==> src/shared/arc_pkg.sv <==
`default_nettype none
package arc_pkg;
  // ------------------------------------------------------------
  // Register map
  // ------------------------------------------------------------
  localparam logic [3:0] ADDR_CTRL    = 4'h0;
  localparam logic [3:0] ADDR_STATUS  = 4'h1;
  localparam logic [3:0] ADDR_EVT_EN  = 4'h2;
  localparam logic [3:0] ADDR_IRQ_ST  = 4'h3;
  localparam logic [3:0] ADDR_IRQ_MSK = 4'h4;
  localparam logic [3:0] ADDR_EVT_POP = 4'h5;
  localparam logic [3:0] ADDR_CNT_CLR = 4'h6;
  localparam logic [3:0] ADDR_CNT0    = 4'h8;
  localparam int         NUM_CNT      = 7;
  localparam int         CNT_SHOT     = 5;
  localparam int         CNT_CRIT     = 6;
  localparam int         NUM_IN       = 10;
  localparam int         NUM_EVT_SRC  = 14;
  localparam int         IRQ_BITS     = 4;
  localparam int         IRQ_EVENT    = 0;
  localparam int         IRQ_LOCK     = 1;
  localparam int         IRQ_FAIL     = 2;
  localparam int         IRQ_SHOT     = 3;
  localparam logic [31:0] CTRL_RESET   = 32'h0000_0001;
  localparam logic [31:0] EVT_EN_RESET = 32'h0000_3FFF;
  localparam int         CTRL_ENABLE  = 0;
  localparam int         CTRL_SELECT  = 1;
  localparam int         CTRL_REL     = 2;
  // ------------------------------------------------------------
  // Timing
  // ------------------------------------------------------------
  localparam int CLK_HZ     = 100_000_000;
  localparam int TICK_MS    = 1;
  localparam int TICK_CYC   = CLK_HZ / 1000 * TICK_MS;
  // ------------------------------------------------------------
  // Types
  // ------------------------------------------------------------
  typedef enum logic [2:0] {ST_READY, ST_OPENING, ST_DEAD, ST_CLOSING,
                            ST_RECLAIM, ST_LOCKED} arc_state_t;
  typedef struct packed {
    logic [4:0] reclose_request;
    logic       recloser_enable_input;
    logic       lock_release_input;
    logic       lock_force_input;
    logic       immediate_lock_request;
    logic       fault_present;
  } arc_in_t;
  typedef struct packed {
    logic open_done;
    logic close_done;
    logic check_failed;
    logic manual_open;
    logic manual_close;
    logic dead_expired;
    logic reclaim_expired;
  } arc_obj_t;
  typedef struct packed {
    logic [31:0] stamp;
    logic [3:0]  source;
    logic        level;
  } arc_event_t;
endpackage
`default_nettype wire

==> src/hdl/arc_io.sv <==
`timescale 1ns/100ps
`default_nettype none
module arc_io
  import arc_pkg::*;
#(
  parameter int TICK_CYCLES = TICK_CYC
) (
  input  wire logic        i_clock,
  input  wire logic        i_reset,
  input  wire arc_in_t     i_inputs,
  input  wire arc_obj_t    i_object,
  input  wire logic [3:0]  i_avs_address,
  input  wire logic        i_avs_read,
  input  wire logic        i_avs_write,
  input  wire logic [31:0] i_avs_writedata,
  output logic [31:0]      o_avs_readdata,
  output logic             o_avs_waitrequest,
  output logic             o_open_request,
  output logic             o_close_request,
  output logic [4:0]       o_request_on,
  output logic             o_ready,
  output logic             o_running,
  output logic             o_dead_time,
  output logic             o_reclaim_time,
  output logic             o_locked,
  output logic             o_recloser_on,
  output logic             o_irq
);
  // ------------------------------------------------------------
  // State
  // ------------------------------------------------------------
  localparam int EQ = 4;
  typedef struct packed {
    arc_in_t              s1;
    arc_in_t              s2;
    arc_in_t              prev;
    arc_state_t           st;
    logic [4:0]           cause;
    logic                 lock_after;
    logic [31:0]          ctrl;
    logic [31:0]          evt_en;
    logic [IRQ_BITS-1:0]  irq_st;
    logic [IRQ_BITS-1:0]  irq_msk;
    logic [NUM_CNT-1:0][31:0] cnt;
    logic [31:0]          tick_cnt;
    logic [31:0]          ms;
    logic [NUM_EVT_SRC-1:0] prev_src;
    arc_event_t [EQ-1:0]  evq;
    logic [2:0]           evn;
    logic [31:0]          rdata;
    logic                 ack;
  } arc_reg_t;
  arc_reg_t q;
  arc_reg_t d;

  logic                   en_eff;
  logic [4:0]             winner;
  logic [NUM_EVT_SRC-1:0] src;
  logic [NUM_EVT_SRC-1:0] chg;
  logic                   wr;
  logic                   rd;
  logic [IRQ_BITS-1:0]    irq_set;
  logic                   in_seq;
  int                     k;

  always_comb begin
    d        = q;
    irq_set  = '0;
    d.s1     = i_inputs;
    d.s2     = q.s1;
    d.prev   = q.s2;
    d.ack    = 1'b0;
    wr       = i_avs_write && q.ack;
    rd       = i_avs_read && !q.ack;
    en_eff = q.ctrl[CTRL_ENABLE] &&
             (!q.ctrl[CTRL_SELECT] || q.s2.recloser_enable_input);
    // Fixed priority pick, lowest index wins
    winner = '0;
    for (int i = 4; i >= 0; i--) begin
      if (q.s2.reclose_request[i]) begin
        winner = 5'h01 << i;
      end
    end
    in_seq = (q.st != ST_READY) && (q.st != ST_LOCKED);
    // ----------------------------------------------------------
    // Millisecond timebase
    // ----------------------------------------------------------
    if (q.tick_cnt == 32'(TICK_CYCLES - 1)) begin
      d.tick_cnt = '0;
      d.ms       = q.ms + 32'h1;
    end else begin
      d.tick_cnt = q.tick_cnt + 32'h1;
    end
    // ----------------------------------------------------------
    // Sequence control
    // ----------------------------------------------------------
    if (q.s2.immediate_lock_request && !q.prev.immediate_lock_request) begin
      d.st = ST_LOCKED;
      d.cause = '0;
      irq_set[IRQ_LOCK] = 1'b1;
      d.cnt[CNT_CRIT] = q.cnt[CNT_CRIT] + 32'h1;
    end else if (q.s2.lock_force_input) begin
      d.st = ST_LOCKED;
      d.cause = '0;
    end else if (i_object.check_failed && in_seq) begin
      d.st = ST_LOCKED;
      d.cause = '0;
      irq_set[IRQ_FAIL] = 1'b1;
    end else if (q.st == ST_DEAD && i_object.manual_close && q.s2.fault_present) begin
      d.st = ST_RECLAIM;
      d.lock_after = 1'b1;
      d.cause = '0;
    end else if (in_seq && (i_object.manual_open || i_object.manual_close)) begin
      d.st = ST_READY;
      d.cause = '0;
    end else begin
      case (q.st)
        ST_READY: begin
          if (en_eff && winner != 5'h00) begin
            d.st = ST_OPENING;
            d.cause = winner;
            for (int i = 0; i < 5; i++) begin
              if (winner[i]) begin
                d.cnt[i] = q.cnt[i] + 32'h1;
              end
            end
            d.cnt[CNT_SHOT] = q.cnt[CNT_SHOT] + 32'h1;
            irq_set[IRQ_SHOT] = 1'b1;
          end
        end
        ST_OPENING: begin
          if (i_object.open_done) begin
            d.st = ST_DEAD;
          end
        end
        ST_DEAD: begin
          if (i_object.dead_expired) begin
            d.st = ST_CLOSING;
          end
        end
        ST_CLOSING: begin
          if (i_object.close_done) begin
            d.st = ST_RECLAIM;
          end
        end
        ST_RECLAIM: begin
          if (i_object.reclaim_expired) begin
            d.st = q.lock_after ? ST_LOCKED : ST_READY;
            d.lock_after = 1'b0;
            d.cause = '0;
          end
        end
        ST_LOCKED: begin
          if (q.s2.lock_release_input || q.ctrl[CTRL_REL]) begin
            d.st = ST_READY;
          end
        end
        default: begin
          d.st = ST_LOCKED;
        end
      endcase
    end
    // ----------------------------------------------------------
    // Event log
    // ----------------------------------------------------------
    src = {q.s2, (q.st == ST_OPENING), (q.st == ST_CLOSING),
           (q.st == ST_LOCKED), (q.st != ST_READY)};
    chg = (src ^ q.prev_src) & q.evt_en[NUM_EVT_SRC-1:0];
    d.prev_src = src;
    k = 0;
    for (int i = 0; i < NUM_EVT_SRC; i++) begin
      if (chg[i] && (32'(q.evn) + 32'(k)) < EQ) begin
        d.evq[3'(32'(q.evn) + 32'(k))] = '{stamp: q.ms, source: 4'(i),
                                           level: src[i]};
        k = k + 1;
      end
    end
    d.evn = 3'(32'(q.evn) + 32'(k));
    if (chg != '0) begin
      irq_set[IRQ_EVENT] = 1'b1;
    end
    // ----------------------------------------------------------
    // Register bus
    // ----------------------------------------------------------
    d.ctrl[CTRL_REL] = 1'b0;
    // Writes land at the edge where waitrequest is seen low
    if ((i_avs_write || i_avs_read) && !q.ack) begin
      d.ack = 1'b1;
    end
    if (wr) begin
      case (i_avs_address)
        ADDR_CTRL:    d.ctrl = i_avs_writedata & 32'h0000_0007;
        ADDR_EVT_EN:  d.evt_en = i_avs_writedata & EVT_EN_RESET;
        ADDR_IRQ_ST:  d.irq_st = q.irq_st & ~i_avs_writedata[IRQ_BITS-1:0];
        ADDR_IRQ_MSK: d.irq_msk = i_avs_writedata[IRQ_BITS-1:0];
        ADDR_CNT_CLR: begin
          for (int i = 0; i < NUM_CNT; i++) begin
            if (i_avs_writedata[i]) begin
              d.cnt[i] = '0;
            end
          end
        end
        default: ;
      endcase
    end
    d.irq_st = d.irq_st | irq_set;
    if (rd) begin
      d.rdata = '0;
      case (i_avs_address)
        ADDR_CTRL:    d.rdata = q.ctrl;
        ADDR_STATUS:  d.rdata = {21'h0, en_eff, q.cause, q.lock_after, 1'b0, q.st};
        ADDR_EVT_EN:  d.rdata = q.evt_en;
        ADDR_IRQ_ST:  d.rdata = 32'(q.irq_st);
        ADDR_IRQ_MSK: d.rdata = 32'(q.irq_msk);
        ADDR_EVT_POP: begin
          if (q.evn != 3'h0) begin
            d.rdata = {1'b1, q.evq[0].level, q.evq[0].source, q.evq[0].stamp[25:0]};
            for (int i = 0; i < EQ - 1; i++) begin
              d.evq[i] = d.evq[i + 1];
            end
            d.evn = d.evn - 3'h1;
          end
        end
        default: begin
          if (i_avs_address >= ADDR_CNT0 &&
              32'(i_avs_address - ADDR_CNT0) < NUM_CNT) begin
            d.rdata = q.cnt[3'(i_avs_address - ADDR_CNT0)];
          end
        end
      endcase
    end
  end

  always_ff @(posedge i_clock or posedge i_reset) begin
    if (i_reset) begin
      q        <= '0;
      q.st     <= ST_READY;
      q.ctrl   <= CTRL_RESET;
      q.evt_en <= EVT_EN_RESET;
    end else begin
      q <= d;
    end
  end

  // ------------------------------------------------------------
  // Outputs
  // ------------------------------------------------------------
  assign o_avs_waitrequest = (i_avs_read || i_avs_write) && !q.ack;
  assign o_avs_readdata    = q.rdata;
  assign o_open_request    = (q.st == ST_OPENING);
  assign o_close_request   = (q.st == ST_CLOSING);
  assign o_request_on      = q.cause;
  assign o_ready           = (q.st == ST_READY) && en_eff;
  assign o_running         = in_seq;
  assign o_dead_time       = (q.st == ST_DEAD);
  assign o_reclaim_time    = (q.st == ST_RECLAIM);
  assign o_locked          = (q.st == ST_LOCKED);
  assign o_recloser_on     = en_eff;
  assign o_irq             = |(q.irq_st & q.irq_msk);
endmodule // arc_io
`default_nettype wire

==> config.mk <==
export PLATFORM = sky130hd
export DESIGN_NAME = arc_io
export DESIGN_NICKNAME = d
export VERILOG_FILES = /design/src/shared/arc_pkg.sv /design/src/hdl/arc_io.sv
export SDC_FILE = /design/constraint.sdc
export NUM_CORES = 2
export LEC_CHECK = 0
export BUFFER_PORTS_ARGS = -buffer_cell sky130_fd_sc_hd__buf_2
export CAP_MARGIN = 25
export CORE_ASPECT_RATIO = 0.7
export CORE_UTILIZATION = 40
export DETAILED_ROUTE_END_ITERATION = 8
export GPL_TIMING_DRIVEN = 1
export PLACE_DENSITY = 0.62
export SLEW_MARGIN = 20
export SYNTH_ARGS = -nofsm -noshare
export SYNTH_HDL_FRONTEND = slang
export SYNTH_SLANG_ARGS = --single-unit
==> constraint.sdc <==
create_clock -name i_clock -period 67.7 [get_ports i_clock]
set_clock_uncertainty 0.15 [all_clocks]
set_input_delay 0 -clock i_clock [delete_from_list [all_inputs] [get_ports i_clock]]
set_output_delay 0 -clock i_clock [all_outputs]
set_load 0.1 [all_outputs]
### Yosys cells after proc, flatten, opt, wreduce, memory -nomap -nowiden

Index checks and enable logic that the tools add are counted.

| storage, ports and cells | value |
|---|---|
| logic and storage cells | 359 |
| output and inout port bits | 47 |
| input port bits | 57 |
| register bits after elaboration | 541 |

| operators by class | value |
|---|---|
| muxes and demuxes | 136 |
| bitwise logic cells | 9 |
| $add $sub $neg | 39 |
| $lt $le $gt $ge | 45 |
| eq/ne operators | 20 |
| reductions and logical operators | 64 |

Operators with widths:

| operator | number |
|---|---|
| $bwmux W148 | 14 |
| $mux W148 | 14 |
| $mux W192 | 7 |
| $demux W37 S2 | 14 |
| $mux W32 | 28 |
| $mux W37 | 14 |
| $lt A32 B3 Y1 const B | 14 |
| $add A3 B32 Y32 | 13 |
| $add A32 B2 Y32 const B | 12 |
| $mux W146 | 2 |
| $add A32 B1 Y32 const B | 9 |
| $mux W267 | 1 |
| $mux W224 | 1 |
| $pmux W32 S6 | 1 |
| $mux W114 | 1 |
| $bmux W32 S3 | 1 |
| $lt A3 B3 Y1 const B | 15 |
| $ge A3 B1 Y1 const B | 14 |
| $logic_and A1 B1 Y1 | 41 |
| $mux W8 | 5 |
| $eq A32 B17 Y1 const B | 1 |
| $ne A7 B2 Y1 const B | 4 |
| $mux W5 | 5 |
| $mux W3 | 7 |
| 42 further kinds | 75 |

### Longest topological paths before layout

| depth | value |
|---|---|
| depth in word-level cells | 63 |
| gate-level depth with buffers | 120 |
| depth with buffers taken out | 116 |

### Least setup slack after synthesis

OpenSTA, ideal clock, no wires.

| path | value |
|---|---|
| kind | reg2reg |
| start | register q[565] (netlist name) |
| end | register q[35] (netlist name) |
| arrival | 23.827 ns |
| stages on the path, launching flop included | 112 |
| slack | 43.598 ns |
| period minus slack after synthesis | 24.102 ns |
| buffers on the path | 6 |
| data required time | 67.425 ns |
| library setup time | 0.125 ns |
| cell sequence | dfrtp_1 > buf_2 > o41a_1 > and3_1 > ha_1 > ha_1 > nand2_1 > a21oi_1 > o211ai_1 > inv_1 > ha_1 > ha_1 > ha_1 > and2_1 > a21oi_1 > a211oi_4 > xnor2_1 > ha_1 > [... 76 more ...] > nand2_1 > or3b_1 > buf_2 > inv_1 > xnor2_1 > ha_1 > fa_1 > o21ai_0 > nor4b_4 > o21a_1 > mux2_2 > fa_1 > inv_1 > ha_1 > nand2_1 > xnor2_1 > xnor2_1 > xnor2_1 |

RTL lines:

| item | RTL line | RTL |
|---|---|---|
| start: declaration | arc_io.sv:53 | `arc_reg_t q;` |

==> results.cfg <==
[worst_setup_path]
critPathMaxFanout = 32
critPathLaunchType = flop
path_class = reg -> reg
cp_slowest_cell = nand2_1
cpMostUsedCell = ha_1
rrSetupSlack_ps = 39520
worstSetupEndpointType = flop
worstPathRequired_ps = 68050
slowest_delay_ps = 670
worstPathArrival_ps = 28530
r2r_cells = 103

[yosys]
synth_top_area_cell = dfrtp_1
syn_area_um2 = 29700
synth_area_leaders = dfrtp_1, xor2_1, nor2_1
synth_top_flop_cell = dfrtp_1
synth_area_per_cell_um2 = 9.51
synth-edff-count = 0
syn_inst = 3126
yosysMostFrequentCell = dfrtp_1
ys_seq_elements = 510
synth.top_cells.by_count = dfrtp_1, nor2_1, nand2_1
ys_warn_count = 0
ys_seq_area_frac = 0.430
syn_nets = 3257
ys_types = 103
ys_async_sr_fraction = 1.00
yosys.area.top_type_share = 0.417

[drt]
drt_iter0_markers = 2608
vias = 24400
drc = 0
via_per_inst = 5.78
drt-total-wl_um = 91500
wire_per_inst_um = 21.7
firstDrtPassIters = 6
detail-route-antenna-nets = 0

[final_layout]
utilization = 0.453
fin_nets = 3329
drive_gt1_frac = 0.111
insertedDiodeCount = 0
nFillCells = 6934
area_growth_pct = 12.0

[global_route]
grt_pass1_wl_um = 140000
grt_pass1_vias = 22300
antenna_found_initial = 2
grt_max_degree = 176
grt_overflow = 0
track_usage = 0.242

[timing]
post-route-period-util = 0.416
fmax_mhz = 35.5
setup_viol = 0
rsz0062_at_grt = no
slew_headroom = 0.331
period_minus_slack_ps = 28180
setup_slack_ps = 39520
worstMarginPinSlew_ps = 1000
slew_viol_final = 0
tns_ps = 0
finalHoldViolCount = 0

[floorplan]
rows = 83
core_area_um2 = 73400
die_y_um = 230
start_util = 0.405
die_x_um = 328
ioPinCount = 104
die_area_um2 = 75400

[clocking]
cts_setup_buffers = 0
clockBufferDepth = 3
clk_latency_ps = 620
cts_sinks = 510
cts_buffers = 51
cts_max_level = 2
cts_tree = built
path_clk_slew_ps = 70
cts_root_buf = clkbuf_16

[place]
place.gp.congestion = 0.939
place_hpwl_um = 66200
portBuffers = 85
pre_cts_slack_ps = 40030

[outcome]
status = finished, final reports clean

[flow_run]
maxCapViolCount = 0

[worst_hold_path]
min_path_type = in -> reg
min_path_cells = 3

[power_and_ir_drop]
finalPower_mw = 1.38
vdd_drop_max_mv = 0.0557
p_per_area_nw_per_um2 = 41.3
leakagePower_nw = 13.8
## critical path, delay by kind of cell (launching register included)
family | cells | cell delay, ps
simple gates | 31 | 7910
mux | 1 | 430
compound gates | 30 | 8220
xor+xnor | 7 | 1750
fa+ha+maj | 25 | 7530
buf+inv | 9 | 1390
flops | 1 | 620
## worst paths after layout
path	from	end
max in group asynchronous	i_reset	q[103]
max reg2reg	q[566]	q[116]
min reg2reg	d[579]	d[190]
min	i_avs_writedata[12]	q[506]
max	q[566]	q[116]
min in group asynchronous	i_reset	q[364]
## power breakdown
group,switching (mW),leakage (nW),internal (mW)
Clock,0.128,0.837,0.162
Combinational,0.382,6.86,0.250
Sequential,0.0725,6.08,0.381
## layout by cell type (no fill, tap or decap), types with 65 or more instances in the layout
master	count
nor2_1	387
o21ai_0	88
nand2_1	329
buf_2	83
nor3_1	65
xor2_1	173
and3_1	87
o21a_1	74
dfrtp_1	495
a21oi_1	112
o211ai_1	70
inv_1	77
nand3_1	128
xnor2_1	110
## sequential cells by signal, indices dropped and copies added, names as in the netlist
| name | flops |
|---|---|
| d | 20 |
| o_avs_readdata | 32 |
| q | 453 |
| o_request_on | 5 |
## kinds of logic (layout without fill, tap and decap cells)
group                      count (synthesis)  in the layout  synth area share
and+or+nand+nor                         1261           1261             0.204
AOI/OAI and AO/OA                        591            591             0.139
DFF                                      510            510             0.430
xor gates and xnor gates                 290            290            0.0887
buffers and inverters                    254            367            0.0386
muxes                                    146            146            0.0650
adders and majority gates                 74             74            0.0342
## final cells by class
class                      instances  area [um2]  area share
tap                              977        1220      0.0367
sequential                       510       12800       0.384
inverter                          81         312     0.00936
clock buffer                      72        1460      0.0437
clock inverter                    22         223     0.00669
timing repair buffer             192        1430      0.0431
multi-input combinational       2362       15800       0.476
## timing repair
| item | in CTS | in global routing |
|---|---|---|
| hold buffers | 56 | 1 |
| resized for setup | 0 | 0 |
| hold endpoints to repair | 421 | 47 |
## routing by layer
| layer | vias to the layer above | share of wire | global-route usage | routed length, um |
|---|---|---|---|---|
| met2 | 965 | 0.39 | 0.320 | 36000 |
| met4 | 6 | 0.020 | 0.0568 | 1830 |
| li1 | 11300 | - | - | - |
| met5 | - | 0.0038 | 0.0313 | 345 |
| met1 | 12000 | 0.48 | 0.375 | 43500 |
| met3 | 121 | 0.11 | 0.0737 | 9900 |
## per-stage QoR
| step | instance area (um2) | hold WS, ps | std cells |
|---|---|---|---|
| after floorplan | 29700 | -119 | 3126 |
| after global placement | 30900 | -40.9 | 4060 |
| after detailed placement | 30900 | -40.1 | 4060 |
| after CTS | 33200 | 1.54 | 4210 |
| after global routing | 33300 | 42.9 | 4216 |
| final | 33300 | 44.1 | 4216 |
Power figures use the tool's default switching activity.
